### src/logic/scdi_map.svh
// Purpose: constants for the step/direction command input block
// Assumes: 50 MHz clock, all pins already synchronous to it
// Notes:   times are kept in their own unit, cycle counts derive from them
`ifndef SCDI_MAP_SVH
`define SCDI_MAP_SVH

`define SCDI_POS_W        32
`define SCDI_CUR_W        16
`define SCDI_CLK_MHZ      50
`define SCDI_STEP_MIN_NS  2500
`define SCDI_DIR_SETUP_NS 5000
`define SCDI_STEP_MAX_KHZ 200
`define SCDI_TICK_US      1000
`define SCDI_TICK_CYCLES  (`SCDI_TICK_US * `SCDI_CLK_MHZ)
`define SCDI_FLASH_ON_MS  12'h12C
`define SCDI_FLASH_OFF_MS 12'h12C
`define SCDI_DARK_MS      12'h7D0
`define SCDI_FOLLOW_LIMIT 32'h00000FA0
`define SCDI_KP_SHIFT     2
`define SCDI_KV_SHIFT     1
`define SCDI_CUR_MAX      16'h7FFF
`define SCDI_CUR_MIN      16'h8001

`endif

### src/logic/scdi_pkg.sv
// Purpose: shared types for the step/direction command input block
// Assumes: constants come from scdi_map.svh
// Notes:   fault codes double as red flash counts
package scdi_pkg;

  typedef enum logic [1:0] {
    SCDI_FLT_NONE,
    SCDI_FLT_OVER_CURRENT,
    SCDI_FLT_OVER_VOLTAGE,
    SCDI_FLT_FOLLOW
  } scdi_fault_t;

  typedef enum logic [1:0] {
    SCDI_BL_IDLE,
    SCDI_BL_ON,
    SCDI_BL_OFF,
    SCDI_BL_DARK
  } scdi_blink_st_t;

endpackage

### src/logic/scdi_blink_if.sv
// Purpose: carries fault code and tick between core and lamp sequencer
// Assumes: single clock domain
// Notes:   lamp level returns from the sequencer flop
`timescale 1ns/1ps
interface scdi_blink_if;
  import scdi_pkg::*;
  scdi_fault_t code;
  logic        tick;
  logic        led;
  modport src   (output code, output tick, input led);
  modport blink (input code, input tick, output led);
endinterface

### src/logic/scdi_blink.sv
// Purpose: red lamp flash sequencer, one flash per fault code step
// Assumes: tick is a one-cycle pulse every millisecond
// Notes:   pattern always completes its dark gap before re-reading code
`timescale 1ns/1ps
`include "scdi_map.svh"
module scdi_blink
  import scdi_pkg::*;
(
  // clock and reset
  input  wire logic clk_in,
  input  wire logic sys_rst_in,
  // sequencer side
  scdi_blink_if.blink bl
);

  scdi_blink_st_t st_r;
  logic [11:0]    ms_r;
  logic [1:0]     left_r;

  function automatic logic [1:0] flash_count(input scdi_fault_t c);
    case (c)
      SCDI_FLT_OVER_CURRENT: flash_count = 2'h1;
      SCDI_FLT_OVER_VOLTAGE: flash_count = 2'h2;
      SCDI_FLT_FOLLOW:       flash_count = 2'h3;
      default:               flash_count = 2'h0;
    endcase
  endfunction

  // ---------------------------------------------------------------
  // flash sequence
  // ---------------------------------------------------------------
  always_ff @(posedge clk_in) begin
    if (sys_rst_in) begin
      st_r   <= SCDI_BL_IDLE;
      ms_r   <= 12'h000;
      left_r <= 2'h0;
      bl.led <= 1'b0;
    end else begin
      case (st_r)
        SCDI_BL_IDLE: begin
          bl.led <= 1'b0;
          if (flash_count(bl.code) != 2'h0) begin
            st_r   <= SCDI_BL_ON;
            left_r <= flash_count(bl.code);
            ms_r   <= 12'h000;
            bl.led <= 1'b1;
          end
        end
        SCDI_BL_ON: begin
          if (bl.tick) begin
            if (ms_r == `SCDI_FLASH_ON_MS - 12'h001) begin
              ms_r   <= 12'h000;
              bl.led <= 1'b0;
              left_r <= left_r - 2'h1;
              st_r   <= (left_r == 2'h1) ? SCDI_BL_DARK : SCDI_BL_OFF;
            end else begin
              ms_r <= ms_r + 12'h001;
            end
          end
        end
        SCDI_BL_OFF: begin
          if (bl.tick) begin
            if (ms_r == `SCDI_FLASH_OFF_MS - 12'h001) begin
              ms_r   <= 12'h000;
              bl.led <= 1'b1;
              st_r   <= SCDI_BL_ON;
            end else begin
              ms_r <= ms_r + 12'h001;
            end
          end
        end
        SCDI_BL_DARK: begin
          // fixed gap marks where one repeat ends
          if (bl.tick) begin
            if (ms_r == `SCDI_DARK_MS - 12'h001) begin
              ms_r <= 12'h000;
              st_r <= SCDI_BL_IDLE;
            end else begin
              ms_r <= ms_r + 12'h001;
            end
          end
        end
        default: begin
          st_r   <= SCDI_BL_IDLE;
          bl.led <= 1'b0;
        end
      endcase
    end
  end

  // ---------------------------------------------------------------
  // checks
  // ---------------------------------------------------------------
  blink_dark_a: assert property (@(posedge clk_in) disable iff (sys_rst_in)
    (st_r == SCDI_BL_DARK || st_r == SCDI_BL_OFF) |-> !bl.led)
    else $error("red lamp lit during a gap");
  blink_start_a: assert property (@(posedge clk_in) disable iff (sys_rst_in)
    (st_r == SCDI_BL_IDLE && bl.code != SCDI_FLT_NONE) |=> bl.led)
    else $error("red lamp did not start flashing on fault");

endmodule

### src/logic/scdi_step_dir_top.sv
// Purpose: step/direction command decode, position loops, status lamps
// Assumes: host pins synchronous to clk_in; host keeps pulse timing
// Notes:   fault latches until fault_clear_in or reset
`timescale 1ns/1ps
`include "scdi_map.svh"
module scdi_step_dir_top
  import scdi_pkg::*;
#(
  parameter int TICK_CYCLES = `SCDI_TICK_CYCLES
) (
  // clock and reset
  input  wire logic                          clk_in,
  input  wire logic                          sys_rst_in,
  // host command pins
  input  wire logic                          step_pulse_input_in,
  input  wire logic                          direction_in,
  input  wire logic                          drive_enable_input_in,
  // configuration
  input  wire logic                          cfg_double_pulse_in,
  input  wire logic                          cfg_falling_edge_in,
  input  wire logic                          cfg_enable_low_in,
  input  wire logic                          direction_invert_switch_in,
  input  wire logic                          cfg_fault_invert_in,
  // encoder and protection
  input  wire logic                          enc_a_in,
  input  wire logic                          enc_b_in,
  input  wire logic                          over_voltage_in,
  input  wire logic                          over_current_in,
  input  wire logic                          fault_clear_in,
  // position and loop outputs
  output logic signed [`SCDI_POS_W-1:0]      cmd_pos_out,
  output logic signed [`SCDI_POS_W-1:0]      enc_pos_out,
  output logic signed [`SCDI_CUR_W-1:0]      current_cmd_out,
  output logic                               drive_enabled_out,
  // status
  output logic                               in_position_out,
  output logic                               fault_output_out,
  output logic                               power_led_out,
  output logic                               error_led_out
);

  localparam int TICK_W = $clog2(TICK_CYCLES + 1);

  logic                          step_prev_r;
  logic                          dir_prev_r;
  logic                          enc_a_r;
  logic                          enc_b_r;
  logic signed [`SCDI_POS_W-1:0] enc_last_r;
  logic signed [`SCDI_POS_W-1:0] pos_err_r;
  logic signed [`SCDI_CUR_W-1:0] vel_meas_r;
  logic [TICK_W-1:0]             tick_cnt_r;
  logic                          tick_r;
  logic                          fault_r;
  scdi_fault_t                   code_r;
  logic                          enabled;
  logic                          dir_positive;
  logic                          step_hit;
  logic                          ccw_hit;
  logic [1:0]                    cmd_delta;
  logic [1:0]                    enc_delta;
  logic signed [`SCDI_POS_W-1:0] vel_cmd;
  logic signed [`SCDI_POS_W-1:0] cur_raw;
  logic signed [`SCDI_POS_W-1:0] vel_wide;
  logic                          follow_err;

  scdi_blink_if bl_if ();

  // ---------------------------------------------------------------
  // decode helpers
  // ---------------------------------------------------------------
  // true on the configured edge of a pin against its previous sample
  function automatic logic edge_hit(input logic now, input logic prev,
                                    input logic falling);
    edge_hit = falling ? (prev & ~now) : (now & ~prev);
  endfunction

  // clamp to the current command range
  function automatic logic signed [`SCDI_CUR_W-1:0] sat_cur(
      input logic signed [`SCDI_POS_W-1:0] v);
    if (v > $signed({{(`SCDI_POS_W-`SCDI_CUR_W){1'b0}}, `SCDI_CUR_MAX}))
      sat_cur = `SCDI_CUR_MAX;
    else if (v < $signed({{(`SCDI_POS_W-`SCDI_CUR_W){1'b1}}, `SCDI_CUR_MIN}))
      sat_cur = `SCDI_CUR_MIN;
    else
      sat_cur = v[`SCDI_CUR_W-1:0];
  endfunction

  // ---------------------------------------------------------------
  // command decode
  // ---------------------------------------------------------------
  always_comb begin
    enabled      = drive_enable_input_in ^ cfg_enable_low_in;
    // switch on: direction high moves positive; off reverses
    dir_positive = direction_in ^ ~direction_invert_switch_in;
    step_hit     = edge_hit(step_pulse_input_in, step_prev_r,
                            cfg_falling_edge_in);
    ccw_hit      = cfg_double_pulse_in &
                   edge_hit(direction_in, dir_prev_r, cfg_falling_edge_in);
    cmd_delta    = 2'h0;
    if (!enabled) begin
      cmd_delta = 2'h0;
    end else if (!cfg_double_pulse_in) begin
      if (step_hit) begin
        cmd_delta = dir_positive ? 2'h1 : 2'h3;
      end
    end else begin
      // both trains at once cancel out
      if (step_hit && !ccw_hit) begin
        cmd_delta = direction_invert_switch_in ? 2'h1 : 2'h3;
      end else if (ccw_hit && !step_hit) begin
        cmd_delta = direction_invert_switch_in ? 2'h3 : 2'h1;
      end
    end
  end

  always_ff @(posedge clk_in) begin
    if (sys_rst_in) begin
      step_prev_r <= 1'b0;
      dir_prev_r  <= 1'b0;
      cmd_pos_out <= '0;
    end else begin
      step_prev_r <= step_pulse_input_in;
      dir_prev_r  <= direction_in;
      cmd_pos_out <= cmd_pos_out
                     + {{(`SCDI_POS_W-2){cmd_delta[1]}}, cmd_delta};
    end
  end

  // ---------------------------------------------------------------
  // encoder quadrature count
  // ---------------------------------------------------------------
  always_comb begin
    case ({enc_a_r, enc_b_r, enc_a_in, enc_b_in})
      4'h1, 4'h7, 4'hE, 4'h8: enc_delta = 2'h1;
      4'h2, 4'hB, 4'hD, 4'h4: enc_delta = 2'h3;
      default:                enc_delta = 2'h0;
    endcase
  end

  always_ff @(posedge clk_in) begin
    if (sys_rst_in) begin
      enc_a_r     <= 1'b0;
      enc_b_r     <= 1'b0;
      enc_pos_out <= '0;
    end else begin
      enc_a_r     <= enc_a_in;
      enc_b_r     <= enc_b_in;
      enc_pos_out <= enc_pos_out
                     + {{(`SCDI_POS_W-2){enc_delta[1]}}, enc_delta};
    end
  end

  // ---------------------------------------------------------------
  // position, velocity and current loops
  // ---------------------------------------------------------------
  always_comb begin
    vel_cmd = pos_err_r >>> `SCDI_KP_SHIFT;
    // kept signed so the shift stays arithmetic for negative errors
    vel_wide = $signed({{(`SCDI_POS_W-`SCDI_CUR_W){
                           vel_meas_r[`SCDI_CUR_W-1]}}, vel_meas_r});
    cur_raw  = (vel_cmd - vel_wide) >>> `SCDI_KV_SHIFT;
  end

  always_ff @(posedge clk_in) begin
    if (sys_rst_in) begin
      enc_last_r      <= '0;
      pos_err_r       <= '0;
      vel_meas_r      <= '0;
      current_cmd_out <= '0;
    end else begin
      enc_last_r <= enc_pos_out;
      pos_err_r  <= cmd_pos_out - enc_pos_out;
      vel_meas_r <= sat_cur(enc_pos_out - enc_last_r);
      // no torque while disabled or tripped
      if (!enabled || fault_r) begin
        current_cmd_out <= '0;
      end else begin
        current_cmd_out <= sat_cur(cur_raw);
      end
    end
  end

  // ---------------------------------------------------------------
  // status and protection
  // ---------------------------------------------------------------
  assign follow_err = (pos_err_r > $signed(`SCDI_FOLLOW_LIMIT)) ||
                      (pos_err_r < -$signed(`SCDI_FOLLOW_LIMIT));

  always_ff @(posedge clk_in) begin
    if (sys_rst_in) begin
      in_position_out   <= 1'b0;
      drive_enabled_out <= 1'b0;
      power_led_out     <= 1'b0;
    end else begin
      in_position_out   <= (cmd_pos_out == enc_pos_out);
      drive_enabled_out <= enabled;
      power_led_out     <= 1'b1;
    end
  end

  // new trips win over a clear in the same cycle
  always_ff @(posedge clk_in) begin
    if (sys_rst_in) begin
      fault_r          <= 1'b0;
      code_r           <= SCDI_FLT_NONE;
      fault_output_out <= 1'b0;
    end else begin
      if (over_current_in) begin
        fault_r <= 1'b1;
        code_r  <= SCDI_FLT_OVER_CURRENT;
      end else if (over_voltage_in) begin
        fault_r <= 1'b1;
        code_r  <= SCDI_FLT_OVER_VOLTAGE;
      end else if (follow_err) begin
        fault_r <= 1'b1;
        code_r  <= SCDI_FLT_FOLLOW;
      end else if (fault_clear_in) begin
        fault_r <= 1'b0;
        code_r  <= SCDI_FLT_NONE;
      end
      // high means the output transistor conducts
      fault_output_out <= ~fault_r ^ cfg_fault_invert_in;
    end
  end

  // ---------------------------------------------------------------
  // lamp tick and sequencer
  // ---------------------------------------------------------------
  always_ff @(posedge clk_in) begin
    if (sys_rst_in) begin
      tick_cnt_r <= '0;
      tick_r     <= 1'b0;
    end else if (tick_cnt_r == TICK_W'(TICK_CYCLES - 1)) begin
      tick_cnt_r <= '0;
      tick_r     <= 1'b1;
    end else begin
      tick_cnt_r <= tick_cnt_r + 1'b1;
      tick_r     <= 1'b0;
    end
  end

  assign bl_if.code    = code_r;
  assign bl_if.tick    = tick_r;
  assign error_led_out = bl_if.led;

  scdi_blink u_blink (
    .clk_in     (clk_in),
    .sys_rst_in (sys_rst_in),
    .bl         (bl_if.blink)
  );

  // ---------------------------------------------------------------
  // checks
  // ---------------------------------------------------------------
  single_step_a: assert property (@(posedge clk_in) disable iff (sys_rst_in)
    (enabled && !cfg_double_pulse_in && step_hit)
    |=> cmd_pos_out - $past(cmd_pos_out) ==
        ($past(dir_positive) ? 1 : -1))
    else $error("single-pulse step not counted in its direction");
  no_edge_hold_a: assert property (@(posedge clk_in) disable iff (sys_rst_in)
    (!cfg_double_pulse_in && step_pulse_input_in == step_prev_r)
    |=> $stable(cmd_pos_out))
    else $error("command moved without a step edge");
  double_cw_a: assert property (@(posedge clk_in) disable iff (sys_rst_in)
    (enabled && cfg_double_pulse_in && step_hit && !ccw_hit &&
     direction_invert_switch_in)
    |=> cmd_pos_out == $past(cmd_pos_out) + 1)
    else $error("clockwise pulse not counted up");
  double_ccw_a: assert property (@(posedge clk_in) disable iff (sys_rst_in)
    (enabled && cfg_double_pulse_in && ccw_hit && !step_hit &&
     direction_invert_switch_in)
    |=> cmd_pos_out == $past(cmd_pos_out) - 1)
    else $error("counter-clockwise pulse not counted down");
  disabled_hold_a: assert property (@(posedge clk_in) disable iff (sys_rst_in)
    (drive_enable_input_in == cfg_enable_low_in) [*2]
    |-> $stable(cmd_pos_out) && !drive_enabled_out)
    else $error("command moved while drive disabled");
  invert_dir_a: assert property (@(posedge clk_in) disable iff (sys_rst_in)
    (enabled && !cfg_double_pulse_in && step_hit && direction_in &&
     !direction_invert_switch_in)
    |=> cmd_pos_out == $past(cmd_pos_out) - 1)
    else $error("switch off did not reverse direction");
  power_lamp_a: assert property (@(posedge clk_in) disable iff (sys_rst_in)
    $past(!sys_rst_in) |-> power_led_out)
    else $error("power lamp dark after reset");
  in_pos_a: assert property (@(posedge clk_in) disable iff (sys_rst_in)
    in_position_out |-> $past(cmd_pos_out) == $past(enc_pos_out))
    else $error("in-position without matching positions");
  fault_out_a: assert property (@(posedge clk_in) disable iff (sys_rst_in)
    (over_voltage_in || over_current_in)
    |=> ##1 fault_output_out == $past(cfg_fault_invert_in))
    else $error("fault output did not open on a trip");

endmodule

### config.mk
export PLATFORM = sky130hd
export DESIGN_NAME = scdi_step_dir_top
export DESIGN_NICKNAME = d
export VERILOG_FILES = /design/src/logic/scdi_pkg.sv /design/src/logic/scdi_blink_if.sv /design/src/logic/scdi_blink.sv /design/src/logic/scdi_step_dir_top.sv
export VERILOG_INCLUDE_DIRS = /design/src /design/src/logic
export SDC_FILE = /design/constraint.sdc
export NUM_CORES = 1
export LEC_CHECK = 0
export BUFFER_PORTS_ARGS = -buffer_cell sky130_fd_sc_hd__buf_2
export CAP_MARGIN = 10
export CORE_UTILIZATION = 39
export CTS_BUF_LIST = sky130_fd_sc_hd__clkbuf_4
export DETAILED_ROUTE_END_ITERATION = 6
export PLACE_DENSITY = 0.66
export SETUP_SLACK_MARGIN = 0.05
export SLEW_MARGIN = 20
export SYNTH_ARGS = -nofsm -noshare
export SYNTH_HDL_FRONTEND = slang
export SYNTH_SLANG_ARGS = --single-unit
### constraint.sdc
create_clock -name clk_in -period 6.95 [get_ports clk_in]
set_clock_uncertainty 0.1 [all_clocks]
set_input_delay 0.3475 -clock clk_in [delete_from_list [all_inputs] [get_ports clk_in]]
set_output_delay 0.3475 -clock clk_in [all_outputs]
set_load 0.01 [all_outputs]
==> flow_summary_export.csv <==
group,metric,value,unit
status,status,"finished, final reports clean",
setup_path,reg2reg_depth,20,
route,drt-vias-per-instance,5.43,
global_route,grt_usage,20.6,%
synth,synth_top_cell_by_area,"dfxtp_1",
sta,hold_viol,0,
clock_network,cts.path.max_buffers,3,
clock_network,cts_tree,"built",
die,fp.dieH,199,um
sta,worst_pin_slew,1.02,ns
pwr,total_power,7920,uW
synth,ys_seq_elements,205,
route,first_iter_violations,702,
synth,ys_warn_count,0,
setup_path,crit_path_start_kind,"flop",
global_route,grt_max_degree,59,
synth,syn_nets,2066,
sta,min_period,5.21,ns
synth,netlist_top_cells_area,"dfxtp_1 27%, ha_1 14%, nor2_1 5.8%, xnor2_1 4.5%, a21oi_1 4.2%",
layout,nets,2198,
placed_design,place_area,16200,um^2
clock_network,cts-root-buf,"clkbuf_4",
layout,area_delta_synth_final,12.0,%
placed_design,pre_cts_slack,1.60,ns
die,dieArea,39700,um^2
route,dr.pass1.iters,5,
die,start_util,39.9,%
setup_path,cp_max_fo,32,
setup_path,cp.required,7.47,ns
setup_path,end_kind,"flop",
pwr,p_leak,0.00761,uW
die,row_count,71,
synth,synth.distinct_cells,93,
placed_design,hpwl,31200,um
synth,synthArstFlopShare,0,%
synth,synth_top_flop_cell,"dfxtp_1",
setup_path,r2r-start,"dir_prev_r",
synth,synth_top_area_share,27.0,%
layout,fill_cells,3850,
global_route,grt.overflow.total,0,
clock_network,clock_latency,0.79,ns
sta,finalSetupViolations,0,
die,die_w,199,um
synth,synth-seq-area-share,27.0,%
route,drtAntennaViolNets,0,
clock_network,htree_levels,2,
setup_path,critPathKind,"flop to flop",
sta,rsz0062_at_grt,"false",
min_path,hold_end,"step_prev_r",
min_path,min_path_type,"input pin to flop",
sta,fin_crit_sh,74.9,%
min_path,hold_depth,3,
global_route,antenna_found_initial,2,
job,cap_violations,0,
sta,fin_ws,1.74,ns
route,drc_errors,0,
die,core,38000,um^2
synth,synthCells,1878,
die,ios,100,
global_route,grt_pass1_wl,66000,um
pwr,vdd_drop_max,199,uV
pwr,power.density,466,nW/um^2
setup_path,worstPathArrival,5.73,ns
route,avgRoutedWirePerCell,15.7,um
synth,netlist_area,15200,um^2
clock_network,cts_buffers,58,
setup_path,reg2reg_to,"cmd_pos_out[28]",
clock_network,clk_pin_slew_worst_paths,0.06,ns
clock_network,post_cts_buffers,0,
route,totalWireLength,40300,um
sta,final-max-slew-violation-count,0,
placed_design,gp_congestion,0.901,
layout,final_area,17000,um^2
sta,fmax,192,MHz
setup_path,r2r_slack,1.74,ns
sta,slew_headroom,31.6,%
global_route,first_global_vias,13300,
min_path,min-delay-start,"step_pulse_input_in",
synth,synth_edf_count,0,
sta,fin_tns_setup,0,ns
clock_network,clkSinkCount,205,
clock_network,ctsResizeCount,0,
synth,postSynthAreaPerCell,8.08,um^2
placed_design,numPortBuffers,99,
layout,drive_above_1_share,11.7,%
route,via_count,13900,
state kept, by name, summed over array words and instances (netlist names):
| name | cells |
|---|---|
| cmd_pos_out | 32 |
| enc_last_r | 32 |
| enc_pos_out | 32 |
| pos_err_r | 32 |
| current_cmd_out | 16 |
| tick_cnt_r | 16 |
| vel_meas_r | 16 |
| u_blink.ms_r | 12 |
| bl_if.code | 2 |
| u_blink.left_r | 2 |
| u_blink.st_r | 2 |
| bl_if.tick | 1 |
| dir_prev_r | 1 |
| drive_enabled_out | 1 |
| enc_a_r | 1 |
| enc_b_r | 1 |
| fault_output_out | 1 |
| fault_r | 1 |
| in_position_out | 1 |
| power_led_out | 1 |
| step_prev_r | 1 |
| u_blink.bl.led | 1 |
worst max path at each step:
stage	start	end	slack (ns)	cells after the start
floorplan	cfg_falling_edge_in	cmd_pos_out[28]	1.58	18
global placement	cfg_falling_edge_in	cmd_pos_out[28]	1.67	22
detailed placement	cfg_falling_edge_in	cmd_pos_out[28]	1.60	22
CTS	dir_prev_r	cmd_pos_out[28]	1.79	20
global route	dir_prev_r	cmd_pos_out[28]	1.25	21
finish	dir_prev_r	cmd_pos_out[28]	1.74	20
metrics by stage:
| stage | hold WS [ns] | utilization [%] | instances |
|---|---|---|---|
| detailed placement | 0.329 | 42.5 | 2447 |
| global placement | 0.323 | 42.5 | 2447 |
| finish | 0.280 | 44.7 | 2567 |
| global route | 0.252 | 44.7 | 2567 |
| CTS | 0.188 | 44.7 | 2566 |
| floorplan | 0.313 | - | 1878 |
cell usage after synthesis, drive strengths merged, types with 5 or more instances:
| library cell | number |
|---|---|
| nor4 | 18 |
| or4 | 7 |
| dfxtp | 205 |
| o31a | 7 |
| and3 | 40 |
| or2 | 12 |
| o21a | 35 |
| nand4 | 29 |
| a211oi | 24 |
| and2 | 15 |
| a311oi | 6 |
| fa | 5 |
| a21oi | 127 |
| xnor2 | 78 |
| o211ai | 17 |
| xor2 | 59 |
| nor3 | 53 |
| a2111oi | 9 |
| a211o | 7 |
| o31ai | 11 |
| clkbuf | 37 |
| o2111ai | 8 |
| or3 | 14 |
| a311o | 5 |
| ha | 168 |
| nor2 | 236 |
| and4 | 6 |
| nand2b | 33 |
| buf | 7 |
| a31oi | 13 |
| o21ai | 108 |
| mux2i | 11 |
| nor3b | 7 |
| o41ai | 7 |
| a21o | 70 |
| nand2 | 95 |
| o21bai | 14 |
| o22ai | 5 |
| nor2b | 28 |
| nand3b | 6 |
| nor4b | 5 |
| inv | 129 |
| nand3 | 49 |
cells by family (layout without fill, tap and decap cells):
| family | after synthesis | after routing | synth area share (%) |
|---|---|---|---|
| fa+ha+maj | 173 | 173 | 14.5 |
| mux | 14 | 14 | 1.02 |
| compound gates | 509 | 509 | 23.0 |
| simple gates | 667 | 667 | 22.1 |
| buf+inv | 173 | 350 | 4.43 |
| xor+xnor | 137 | 137 | 7.90 |
| flops | 205 | 205 | 27.0 |
| other cells | 0 | 1 | 0 |
worst max-delay path, stage by stage, from the launching register on:
cell and delay (ns):
dfxtp_1 0.33, nand2_1 0.05, o21ai_0 0.13, nand2_1 0.09, ha_1 0.20, mux2_2 0.26
o21ai_0 0.19, nor2_2 0.04, buf_4 0.25, fa_1 0.48, a21o_1 0.20, a21o_1 0.21
a2111oi_1 0.67, o311ai_0 0.29, nand2_1 0.15, o311ai_1 0.15, o41ai_1 0.45, o211ai_1 0.22
o41ai_1 0.34, xor2_1 0.18, nor2_1 0.05
placed cells by master (no fill, tap or decap), types with 29 or more instances in the layout:
cell type / count
nand3_1: 49
xor2_1: 59
o21ai_0: 80
dfxtp_1: 205
nand2_1: 94
o21a_1: 35
clkbuf_4: 79
inv_1: 127
and3_1: 38
nand4_1: 29
buf_2: 98
nor3_1: 53
a21o_1: 69
nand2b_1: 33
a21oi_1: 126
xnor2_1: 78
nor2_1: 234
ha_1: 168
layer usage:
metal  global-route usage (%)  vias up  wire length (um)
met5                        0        -                 0
met4                     9.12        0              1430
li1                         -     7110                 -
met2                     34.1      352             18200
met1                     26.1     6409             18600
met3                     3.41       73              2070
report_power, final:
part / internal (uW) / switching (uW) / total [uW]
Combinational: 2050 / 3090 / 5150
Sequential: 1450 / 247 / 1700
Clock: 527 / 548 / 1080
Total: 4030 / 3890 / 7920
repair_timing:
action | CTS | global route
hold endpoints to repair | 40 | 0
hold buffers | 14 | 0
setup endpoints to repair | 0 | 0
cell type report:
type | count | area, um^2 | area share (%)
diodes | 1 | 2.50 | 0.0147
clock buffers | 79 | 593 | 3.49
clock inverters | 26 | 109 | 0.640
inverters | 129 | 484 | 2.85
multi-input cells | 1500 | 10400 | 61.2
flip-flops and latches | 205 | 4100 | 24.1
well taps | 511 | 639 | 3.76
repair buffers | 116 | 661 | 3.89
Note: power is estimated with default switching activity, not from simulation.
